--- src/design/slave_map.svh ---
// constants for the serial slave message interpreter
`ifndef SLAVE_MAP_SVH
`define SLAVE_MAP_SVH

// function codes and error reply marker
`define FN_READ      8'h03
`define FN_LOOP      8'h08
`define FN_WRITE     8'h10
`define FN_ERR_FLAG  8'h80

// error codes returned in an error reply
`define ERR_FUNC     8'h01
`define ERR_DATA     8'h03

// crc-16 start value and feedback constant
`define CRC_INIT     16'hFFFF
`define CRC_POLY     16'hA001

// message limits
`define MAX_REGS     16'h0010
`define ADDR_MAX     8'h1F
`define BUF_LEN      6'h29
`define READ_LEN     6'h08
`define LOOP_LEN     6'h08
`define WRITE_MIN    6'h0B
`define MIN_FRAME    6'h04

// byte positions inside a received or built message
`define POS_ADDR     6'h00
`define POS_FN       6'h01
`define POS_CODE     6'h02
`define POS_START    6'h02
`define POS_QTY      6'h04
`define POS_COUNT    6'h06
`define POS_WDATA    6'h07
`define POS_RDATA    6'h03

// reply lengths without the two crc bytes
`define ERR_REPLY    6'h03
`define ECHO_REPLY   6'h06
`define READ_HDR     6'h03

`endif

--- src/design/slave_pkg.sv ---
// types shared by the serial slave message interpreter
package slave_pkg;

  typedef logic [7:0]  byte_t;
  typedef logic [15:0] word_t;

  typedef enum {
    S_IDLE,
    S_CHECK,
    S_READ,
    S_RCAP,
    S_WRITE,
    S_SEND,
    S_TAIL
  } state_t;

endpackage : slave_pkg

--- src/design/crc_if.sv ---
// carrier between the interpreter and its crc engine
`timescale 1ns/1ps
interface crc_if;
  logic                clear;
  logic                enable;
  slave_pkg::byte_t    data;
  slave_pkg::word_t    value;

  modport engine (input clear, input enable, input data, output value);
  modport user   (output clear, output enable, output data, input value);
endinterface : crc_if

--- src/design/slave_interpreter.sv ---
// slave-side message interpreter: frame check, register access and reply build
// Overview of operation
// - a read asks at most sixteen registers; more is refused with an error reply
// - read reply returns start register then following registers up to quantity
// - each register travels upper byte first, lower byte second
// - loop-back command is echoed unchanged as the normal reply
// - write words go to consecutive registers in ascending order
// - write byte count must equal twice the quantity and match the data
// - crc starts FFFFH, byte xored in, eight shifts with A001H feedback
// - crc covers address, function, data in link order
// - any slave address from 0 to 31 is answered; nothing configures it
// - reads and loop-backs are 8 bytes, writes 11 to 41 bytes
`timescale 1ns/1ps
`include "slave_map.svh"
module slave_interpreter (
  input  wire logic              clock_i,
  input  wire logic              rst_i,
  input  wire logic              rx_valid_i,
  input  wire slave_pkg::byte_t  rx_data_i,
  input  wire logic              rx_end_i,
  input  wire logic              tx_ready_i,
  output logic                   tx_valid_o,
  output slave_pkg::byte_t       tx_data_o,
  output logic                   reg_rd_o,
  output logic                   reg_wr_o,
  output slave_pkg::word_t       reg_addr_o,
  output slave_pkg::word_t       reg_wdata_o,
  input  wire slave_pkg::word_t  reg_rdata_i,
  output logic                   busy_o
);
  import slave_pkg::*;

  state_t      state_reg,   state_next;
  byte_t       buf_reg  [0:40];
  byte_t       buf_next [0:40];
  logic [5:0]  cnt_reg,     cnt_next;
  logic        over_reg,    over_next;
  logic [5:0]  len_reg,     len_next;
  logic [5:0]  idx_reg,     idx_next;
  word_t       qty_reg,     qty_next;
  word_t       addr_reg,    addr_next;
  word_t       wdata_reg,   wdata_next;
  byte_t       txd_reg,     txd_next;

  crc_if crc_bus ();

  crc16_engine crc_unit (
    .clock_i (clock_i),
    .rst_i   (rst_i),
    .crc     (crc_bus.engine)
  );

  // byte position of data word i after a header of base bytes
  function automatic logic [5:0] word_pos(input logic [5:0] base, input logic [5:0] i);
    return 6'(base + (i << 1));
  endfunction : word_pos

  // decoded fields of the held command
  word_t fld_qty;
  byte_t fld_fn;
  logic  qty_ok;
  assign fld_fn  = buf_reg[`POS_FN];
  assign fld_qty = {buf_reg[`POS_QTY], buf_reg[6'(`POS_QTY + 6'h01)]};
  assign qty_ok  = (fld_qty != 16'h0000) && (fld_qty <= `MAX_REGS);

  // crc engine control: rx bytes while idle, tx data bytes while sending
  always_comb begin
    crc_bus.clear  = ((state_next == S_IDLE) && (state_reg != S_IDLE))
                   || ((state_next == S_SEND) && (state_reg != S_SEND)
                       && (state_reg != S_TAIL));
    crc_bus.enable = 1'b0;
    crc_bus.data   = rx_data_i;
    if (state_reg == S_IDLE) begin
      crc_bus.enable = rx_valid_i;
    end else if (state_reg == S_SEND) begin
      crc_bus.enable = tx_ready_i && (idx_reg < len_reg);
      crc_bus.data   = txd_reg;
    end
  end

  // message sequencer next values
  always_comb begin
    state_next = state_reg;
    buf_next   = buf_reg;
    cnt_next   = cnt_reg;
    over_next  = over_reg;
    len_next   = len_reg;
    idx_next   = idx_reg;
    qty_next   = qty_reg;
    addr_next  = addr_reg;
    wdata_next = wdata_reg;
    txd_next   = txd_reg;
    case (state_reg)
      S_IDLE: begin
        // collect bytes; frame end from the line-gap detector
        if (rx_valid_i) begin
          if (cnt_reg < `BUF_LEN) begin
            buf_next[cnt_reg] = rx_data_i;
            cnt_next          = 6'(cnt_reg + 6'h01);
          end else begin
            over_next = 1'b1;
          end
        end
        if (rx_end_i) begin
          state_next = S_CHECK;
        end
      end
      S_CHECK: begin
        cnt_next  = 6'h00;
        over_next = 1'b0;
        idx_next  = 6'h00;
        qty_next  = fld_qty;
        addr_next = {buf_reg[`POS_START], buf_reg[6'(`POS_START + 6'h01)]};
        wdata_next = {buf_reg[`POS_WDATA], buf_reg[6'(`POS_WDATA + 6'h01)]};
        txd_next  = buf_reg[`POS_ADDR];
        if (over_reg || (cnt_reg < `MIN_FRAME) || (crc_bus.value != 16'h0000)
            || (buf_reg[`POS_ADDR] > `ADDR_MAX)) begin
          state_next = S_IDLE;
        end else begin
          // default to an error reply, overridden by good commands
          state_next          = S_SEND;
          len_next            = `ERR_REPLY;
          buf_next[`POS_FN]   = fld_fn | `FN_ERR_FLAG;
          buf_next[`POS_CODE] = `ERR_DATA;
          case (fld_fn)
            `FN_READ: begin
              if ((cnt_reg == `READ_LEN) && qty_ok) begin
                state_next          = S_READ;
                buf_next[`POS_FN]   = fld_fn;
                buf_next[`POS_CODE] = byte_t'(fld_qty << 1);
              end
            end
            `FN_LOOP: begin
              if (cnt_reg == `LOOP_LEN) begin
                buf_next[`POS_FN]   = fld_fn;
                buf_next[`POS_CODE] = buf_reg[`POS_CODE];
                len_next            = `ECHO_REPLY;
              end
            end
            `FN_WRITE: begin
              if ((cnt_reg >= `WRITE_MIN) && qty_ok
                  && (buf_reg[`POS_COUNT] == byte_t'(fld_qty << 1))
                  && (cnt_reg == word_pos(6'(`POS_WDATA + 6'h02), fld_qty[5:0]))) begin
                state_next          = S_WRITE;
                buf_next[`POS_FN]   = fld_fn;
                buf_next[`POS_CODE] = buf_reg[`POS_CODE];
              end
            end
            default: begin
              buf_next[`POS_CODE] = `ERR_FUNC;
            end
          endcase
        end
      end
      S_READ: begin
        state_next = S_RCAP;
      end
      S_RCAP: begin
        // register word lands upper byte first
        buf_next[word_pos(`POS_RDATA, idx_reg)]                 = reg_rdata_i[15:8];
        buf_next[6'(word_pos(`POS_RDATA, idx_reg) + 6'h01)]     = reg_rdata_i[7:0];
        idx_next  = 6'(idx_reg + 6'h01);
        addr_next = 16'(addr_reg + 16'h0001);
        if (6'(idx_reg + 6'h01) == qty_reg[5:0]) begin
          state_next = S_SEND;
          idx_next   = 6'h00;
          len_next   = word_pos(`READ_HDR, qty_reg[5:0]);
        end else begin
          state_next = S_READ;
        end
      end
      S_WRITE: begin
        // one word per cycle, ascending addresses
        idx_next   = 6'(idx_reg + 6'h01);
        addr_next  = 16'(addr_reg + 16'h0001);
        wdata_next = {buf_reg[word_pos(6'(`POS_WDATA + 6'h02), idx_reg)],
                      buf_reg[6'(word_pos(6'(`POS_WDATA + 6'h02), idx_reg) + 6'h01)]};
        if (6'(idx_reg + 6'h01) == qty_reg[5:0]) begin
          state_next = S_SEND;
          idx_next   = 6'h00;
          len_next   = `ECHO_REPLY;
        end
      end
      S_SEND: begin
        if (tx_ready_i) begin
          idx_next = 6'(idx_reg + 6'h01);
          if (idx_reg < len_reg) begin
            if (6'(idx_reg + 6'h01) == len_reg) begin
              state_next = S_TAIL; // let the crc settle
            end else begin
              txd_next = buf_reg[6'(idx_reg + 6'h01)];
            end
          end else if (idx_reg == len_reg) begin
            txd_next = crc_bus.value[15:8];
          end else begin
            state_next = S_IDLE;
          end
        end
      end
      S_TAIL: begin
        txd_next   = crc_bus.value[7:0]; // low crc byte leaves first
        state_next = S_SEND;
      end
      default: begin
        state_next = S_IDLE;
      end
    endcase
  end

  // sequencer registers
  always_ff @(posedge clock_i) begin
    if (rst_i) begin
      state_reg <= S_IDLE;
      cnt_reg   <= 6'h00;
      over_reg  <= 1'b0;
      len_reg   <= 6'h00;
      idx_reg   <= 6'h00;
      qty_reg   <= 16'h0000;
      addr_reg  <= 16'h0000;
      wdata_reg <= 16'h0000;
      txd_reg   <= 8'h00;
      for (int k = 0; k < 41; k++) begin
        buf_reg[k] <= 8'h00;
      end
    end else begin
      state_reg <= state_next;
      cnt_reg   <= cnt_next;
      over_reg  <= over_next;
      len_reg   <= len_next;
      idx_reg   <= idx_next;
      qty_reg   <= qty_next;
      addr_reg  <= addr_next;
      wdata_reg <= wdata_next;
      txd_reg   <= txd_next;
      buf_reg   <= buf_next;
    end
  end

  // port drive
  assign tx_valid_o  = (state_reg == S_SEND);
  assign tx_data_o   = txd_reg;
  assign reg_rd_o    = (state_reg == S_READ);
  assign reg_wr_o    = (state_reg == S_WRITE);
  assign reg_addr_o  = addr_reg;
  assign reg_wdata_o = wdata_reg;
  assign busy_o      = (state_reg != S_IDLE);

endmodule : slave_interpreter

--- src/design/crc16_engine.sv ---
// byte-wide crc-16 accumulator
`timescale 1ns/1ps
`include "slave_map.svh"
module crc16_engine (
  input wire logic clock_i,
  input wire logic rst_i,
  crc_if.engine    crc
);
  import slave_pkg::*;

  word_t crc_reg;
  word_t crc_next;

  // one byte folded in, eight right shifts with feedback
  function automatic word_t crc_byte(input word_t seed, input byte_t value);
    word_t acc;
    acc = seed ^ {8'h00, value};
    for (int k = 0; k < 8; k++) begin
      if (acc[0]) begin
        acc = (acc >> 1) ^ `CRC_POLY;
      end else begin
        acc = acc >> 1;
      end
    end
    return acc;
  endfunction : crc_byte

  // clear has priority over a byte update
  always_comb begin
    crc_next = crc_reg;
    if (crc.clear) begin
      crc_next = `CRC_INIT;
    end else if (crc.enable) begin
      crc_next = crc_byte(crc_reg, crc.data);
    end
  end

  always_ff @(posedge clock_i) begin
    if (rst_i) begin
      crc_reg <= `CRC_INIT;
    end else begin
      crc_reg <= crc_next;
    end
  end

  assign crc.value = crc_reg;

endmodule : crc16_engine

--- config.mk ---
export PLATFORM = sky130hd
export DESIGN_NAME = slave_interpreter
export DESIGN_NICKNAME = d
export VERILOG_FILES = /design/src/design/slave_pkg.sv /design/src/design/crc_if.sv /design/src/design/slave_interpreter.sv /design/src/design/crc16_engine.sv
export VERILOG_INCLUDE_DIRS = /design/src /design/src/design
export SDC_FILE = /design/constraint.sdc
export NUM_CORES = 2
export LEC_CHECK = 0
export ABC_AREA = 1
export BUFFER_PORTS_ARGS = -buffer_cell sky130_fd_sc_hd__buf_4
export CAP_MARGIN = 20
export CORE_MARGIN = 2
export CORE_UTILIZATION = 55
export DETAILED_ROUTE_END_ITERATION = 8
export PLACE_DENSITY = 0.83
export SYNTH_ARGS = -nofsm -noshare
export SYNTH_HDL_FRONTEND = slang
export SYNTH_HIERARCHICAL = 1
export SYNTH_SLANG_ARGS = --single-unit
--- constraint.sdc ---
create_clock -name clock_i -period 4.6 [get_ports clock_i]
set_clock_uncertainty 0.1 [all_clocks]
set_input_delay 0.69 -clock clock_i [delete_from_list [all_inputs] [get_ports clock_i]]
set_output_delay 0.69 -clock clock_i [all_outputs]
set_load 0.02 [all_outputs]
Yosys cells after proc, flatten, opt, wreduce, memory -nomap -nowiden --
Cells that the tools add are included.
Storage, ports and cells: output and inout port bits 44, logic and storage cells 255, input bits 29, bits in registers 441
Cells by class: magnitude comparators 15, reductions and logical operators 41, add/subtract/negate cells 9, bitwise logic cells 16, eq/ne operators 33, muxes and demuxes 89
Operator list (number):
- bitwise mux 328 bit | 3
- 2-to-1 mux 328 bit | 2
- one-hot mux 304 bit (2 select lines) | 1
- 2-to-1 mux 16 bit | 26
- one-hot mux 32 bit (7 select lines) | 1
- 2-to-1 mux 32 bit | 6
- binary-select mux 8 bit (select 6 bit) | 3
- demux 8 bit (select 6 bit) | 3
- equality test 32 x 3 -> 1 bit, second input constant | 4
- 2-to-1 mux 8 bit | 15
- equality test 32 x 4 -> 1 bit, second input constant | 3
- zero test 32 bit | 3
- one-hot mux 8 bit (3 select lines) | 3
- equality test 32 x 2 -> 1 bit, second input constant | 2
- inequality test 32 x 4 -> 1 bit, second input constant | 2
- one-hot mux 16 bit (2 select lines) | 2
- 2-to-1 mux 6 bit | 8
- one-hot mux 16 bit (3 select lines) | 1
- >= comparator 7 bit, second input constant | 6
- NOT 6 -> 7 bit | 6
- one-hot mux 6 bit (3 select lines) | 2
- equality test 32 x 1 -> 1 bit, second input constant | 1
- nonzero test 16 bit | 2
- nonzero test 32 bit | 1
- 38 further kinds | 97

Logic depth before layout (Yosys ltp) --
word-level depth 40, depth in mapped cells 26, depth with buffers taken out 24

Cells and area by module --
The synthesis kept the hierarchy.
Modules (own cells, without submodules):
- slave_interpreter | area an instance 28790.1 um^2, cells each 4728, seq. area each 8508.2 um^2, times used 1
- crc16_engine | area an instance 1109.8 um^2, cells each 139, seq. area each 320.3 um^2, times used 1

Worst setup path after synthesis --
Ideal clock, no wire load.
path type reg-to-reg, start point reg idx_reg[0], end point reg crc_unit.crc_reg[8] (netlist: crc_unit/crc.value[8]), cell stages (with the launch flop) 25, buffers on the path 6, clock period less this slack 3607 ps, required time 4369 ps, library setup time 131 ps, path slack 993 ps, arrival 3377 ps, path through dfxtp_1 > buf_4 > inv_1 > clkbuf_1 > buf_2 > buf_1 > ha_1 > buf_2 > a21oi_1 > nand2_1 > nor2_1 > nand2_1 > nor2_1 > nand3_1 > o21ai_0 > inv_1 > nand2_1 > nor2_1 > nand2_1 > nand2_1 > nor2_1 > inv_1 > buf_2 > a21oi_1 > o21ai_0
On the way: cells in the longest elaborated chain, start to end 11, elaborated cells on any way between the ends 22, classes of those cells add/sub: 1; order compare: 1; eq/ne: 4; mux: 9; reduce/logical: 7
Ends and longest elaborated chain:
- start: declaration | RTL line slave_interpreter.sv:39 | logic [5:0] idx_reg, idx_next;
- start signal: assignment | RTL line slave_interpreter.sv:230 | idx_reg <= idx_next;
- adder 6 x 1 -> 6 bit | RTL line slave_interpreter.sv:164, slave_interpreter.sv:178, slave_interpreter.sv:188
- equality test 6 bit | RTL line slave_interpreter.sv:188 | if (6'(idx_reg + 6'h01) == len_reg) begin
- 2-to-1 mux 32 bit | RTL line slave_interpreter.sv:188
- 2-to-1 mux 32 bit | RTL line slave_interpreter.sv:187 | if (idx_reg < len_reg) begin
- 2-to-1 mux 32 bit | RTL line slave_interpreter.sv:185 | if (tx_ready_i) begin
- one-hot mux 32 bit (7 select lines) * | RTL line slave_interpreter.sv:93 | case (state_reg)
- equality test 32 x 4 -> 1 bit | RTL line slave_interpreter.sv:69 | || ((state_next == S_SEND) && (state_reg != S_SEND)
- logical AND 1 bit | RTL line slave_interpreter.sv:69
- logical AND 1 bit | RTL line slave_interpreter.sv:70 | && (state_reg != S_TAIL));
- logical OR 1 bit * | RTL line slave_interpreter.sv:69
- named net crc_bus.clear | RTL line crc_if.sv:4 | logic clear;
- OR reduction 2 bit (no source line) *
- end signal: assignment | RTL line crc16_engine.sv:40 | crc_reg <= `CRC_INIT;
- end signal: assignment | RTL line crc16_engine.sv:42 | crc_reg <= crc_next;
- end: declaration | RTL line crc16_engine.sv:11 | word_t crc_reg;
Mark *: on every way through the listed nets, which the timed path passes. The rest lies on a longest branch. A chain may end at the register's enable or synchronous reset.

Worst setup path in the final report --
start point reg state_reg[27], end point out reg_wr_o
On the way: cells in the longest elaborated chain, start to end 1
Ends and longest elaborated chain:
- start: declaration | RTL line slave_interpreter.sv:33 | state_t state_reg, state_next;
- start signal: assignment | RTL line slave_interpreter.sv:226 | state_reg <= state_next;
- equality test 32 x 4 -> 1 bit | RTL line slave_interpreter.sv:243 | assign reg_wr_o = (state_reg == S_WRITE);
- end: declaration | RTL line slave_interpreter.sv:25 | output logic reg_wr_o,
Every way passes these cells.

==> results by stage <==
Place:
- Routability-driven placement finished with a final weighted congestion of between 1 and 1.5.
- Counting tap cells, the placed design contains a total of 5457 instances.
- Once detailed placement completed, the half-perimeter wirelength came to 111000 um.
- In this run the tool buffered the top-level ports with 72 buffer cells.

Detailed routing:
- The residual DRC count is 5.
- The post-detailed-route via-to-cell ratio is 6.72.
- The first detailed-routing pass ran for 9 iterations.
- The average routed wire per standard cell is 28.8 um.
- The routed design has roughly 160000 um of wire.
- Across all layers, the routed design uses 37.3k vias.
- The number of routed nets with antenna violations is 0.
- In this run, the number of DRC markers left after iteration 0 of detailed routing was a little under 7k.

Floorplan:
- After floorplanning, the core was sized to cover 0.0538 mm^2.
- The overall die height is ~240 um.
- The effective utilization at floorplan is 0.556.
- From left edge to right edge, the die measures 237 um.
- The total number of placement rows is 85.
- The number of top-level design ports is 73.
- The die covers 0.0562 mm^2.

Worst setup path:
- The type of the worst setup path is reg2out.
- The capturing point of the worst reg2reg path is buf_reg[216]$_SDFFE_PP0P_.
- Measured in cells, the most critical reg-to-reg path has a length of 8.
- The maximum fanout along the worst path is 8.
- The standard cell with the maximum stage delay on the critical path is clkinv_1.
- Walking the worst path, the cells encountered are nor2_1, nand2_1, nor2_1, nand2_1, nor2_2, nand3_1, clkinv_1, buf_4.
- The worst setup path is launched from a flip-flop.
- For flop-to-flop paths, the worst setup slack is between 0.6 and 0.7 ns.
- The worst setup path is captured at a primary output.
- The timing startpoint of the critical path is state_reg[27]$_SDFF_PP0_.
- Data arrives at the worst endpoint at around 3.3 ns.
- The required arrival time at the worst endpoint is 3.81 ns.
- The largest single stage delay on the critical path is 0.90 ns.
- The endpoint of the most critical setup path is reg_wr_o.
- The launch point of the worst reg-to-reg path is idx_reg[0]$_SDFFE_PP0P_.

Timing:
- Timing would allow up to 0.248 GHz.
- Setup repair after global routing left no endpoint under its margin.
- The final max-slew violation count came to 0.
- The worst hold-check slack is 0.309 ns.
- The slew at the pin closest to its max-slew limit is 1.23 ns.
- The share of the clock period used by the worst path is 0.877.
- The final setup TNS is 0 ns.
- Headroom to the max-slew limit came out at 0.170.
- For the finished layout, the period the worst path requires is 4.04 ns.
- The number of setup violations in the final report is 0.
- The number of failing hold endpoints at the final stage was 0.

Finish:
- The number of nets in the finished design is 4864.
- The area of the multi-input gates is 0.0185 mm^2.
- The top cell types in the final layout, fill and taps aside, are nand2_1 (1094), nor2_1 (678), o21ai_0 (583).
- In the final layout, flip-flops and latches occupy 0.00883 mm^2.
- The fraction of final layout cells with drive strength greater than 1 is 0.0901.
- Fill cells in the final layout number 5274.
- The register with the most flip-flops in the layout has between 300 and 400 of them.
- For this run, the number of standard cells in the final layout without fillers is 5556.
- The most common library cell in the layout ignoring fill and taps is nand2_1.
- From synthesis to final layout, the design area changed by 9.41%.

Logic synthesis:
- The mapped cell area is ~0.030 mm^2.
- Of all flip-flops after synthesis, the portion carrying an async set or reset was 0.
- Averaged over all synthesized cells, the footprint is slightly above 6 um^2.
- The proportion of synthesized chip area in sequential cells is 0.295.
- The post-synthesis register bit count is 441.
- During synthesis, Yosys emitted a total of 6 warnings.
- The netlist uses 62 different library cells.
- The count of flip-flops with a built-in enable after synthesis is 0.
- Counting every instance in the synthesized netlist gives ~4.9k.
- The commonest register cell after synthesis is dfxtp_1.

Power:
- The worst vdd rail ir drop is 0.000334 V.
- Summed over all cells, the static leakage comes to 0.0136 uW.
- The power density over cell area is between 200 and 300 mW/mm^2.

Run status:
- The flow ran to the end, but the final reports show violations.
- The checks that failed: DRC.

Clocking:
- In this run the number of H-tree levels came out at 2.
- TritonCTS built the clock tree.
- In this run the post-CTS setup repair buffer count came out at 0.
- The root buffer selected by CTS is clkbuf_16.
- The clock tree buffer depth is 3.
- The clock transition at the registers of the reported paths is 0.07 ns.
- The number of instances resized during post-cts repair is 0.
- The number of buffers added by the clock tree synthesis step is 50.
- The clock insertion delay at the later pin of the skew report is 0.66 ns.
- The number of hold buffers added after cts is 0.
- The total clock sinks is 441.

Flow run:
- The tool flagged a number of max-cap violations equal to 0.

Min path:
- The path class of the tightest hold or removal check is in2reg.

GRT:
- The maximum number of pins on one net before global-route repair is 144.
- For this run the aggregate overflow at the end of global routing stands at 0.
- The via count of the first global-routing pass is approximately 33k.
- For this run, the total global-route usage over all layers was measured as 0.551.
- The first global-routing pass estimated around 230000 um of wire.
- The initial antenna violation count was 14.
==> power by group <==
group	switching (uW)	internal [uW]	total, uW
Combinational	275	71.7	346
Sequential	3.26	3830	3830
Clock	1850	2470	4320
Total	2130	6370	8500
==> synthesized netlist by cell type (40+ instances only) <==
library cell	number	area [um^2]
a21oi_1	313	1570
a22oi_1	49	368
a31oi_1	87	544
buf_1	43	161
buf_2	73	365
clkbuf_1	173	649
dfxtp_1	441	8830
inv_1	350	1310
nand2_1	1095	4110
nand3_1	352	1760
nand4_1	89	557
nor2_1	679	2550
o211ai_1	78	586
o21ai_0	583	2920
o21ai_1	52	260
o32ai_1	40	350
==> area by class of cell <==
class,count,share of cell area
Clock buffer,65,0.0412
Tap cell,696,0.0266
Antenna cell,8,0.000612
Timing Repair Buffer,172,0.0415
Clock inverter,25,0.0103
Multi-Input combinational cell,3756,0.564
Sequential cell,441,0.270
Inverter,393,0.0457
==> routing by layer <==
| layer | vias to the layer above | wire length, um | GRT usage |
|---|---|---|---|
| met5 | - | 76 | 0 |
| met2 | 3367 | 62900 | 0.781 |
| met3 | 1020 | 25000 | 0.205 |
| li1 | 16300 | - | - |
| met1 | 16600 | 53200 | 0.639 |
| met4 | 12 | 18800 | 0.518 |
==> critical path: cells and delay by family (launching register included) <==
family / cells / cell delay (ns)
DFF: 1 / 0.32
buffers and inverters: 2 / 1.34
and+or+nand+nor: 6 / 0.90
==> kinds of logic after synthesis <==
family / Yosys count / synth area share
simple gates: 2380 / 0.348
compound gates: 1300 / 0.246
buf+inv: 698 / 0.0931
flops: 441 / 0.295
xor+xnor: 24 / 0.00791
fa+ha+maj: 21 / 0.00879
mux: 2 / 0.000670
other cells: 1 / 0.000125
==> how the worst min path moves through the flow <==
stage | from | to | slack (ns) | cells after the start
2_1_floorplan | buf_reg[204]$_SDFFE_PP0P_ | buf_reg[204]$_SDFFE_PP0P_ | 0.34 | 2
3_3_place_gp | reg_wdata_o[14]$_SDFFE_PP0P_ | reg_wdata_o[14]$_SDFFE_PP0P_ | 0.35 | 2
3_5_place_dp | reg_wdata_o[15]$_SDFFE_PP0P_ | reg_wdata_o[15]$_SDFFE_PP0P_ | 0.36 | 2
4_1_cts | reg_rdata_i[15] | buf_reg[79]$_SDFFE_PP0P_ | 0.33 | 3
5_1_grt | reg_rdata_i[15] | buf_reg[79]$_SDFFE_PP0P_ | 0.32 | 3
6_report | reg_rdata_i[15] | buf_reg[79]$_SDFFE_PP0P_ | 0.31 | 3
==> metrics by stage <==
step                      setup WS [ns]  instance area (um^2)  total power [uW]   util
after floorplan                   0.993                 30000              4090      -
after global placement            0.825                 31000              4230  0.576
after CTS                         0.779                 32700              8410  0.607
final                             0.564                 32700              8500  0.608
after global routing              0.359                 32700              8590  0.608
after detailed placement          0.789                 31000              4230  0.576
Note: power is estimated with default switching activity, not from simulation.
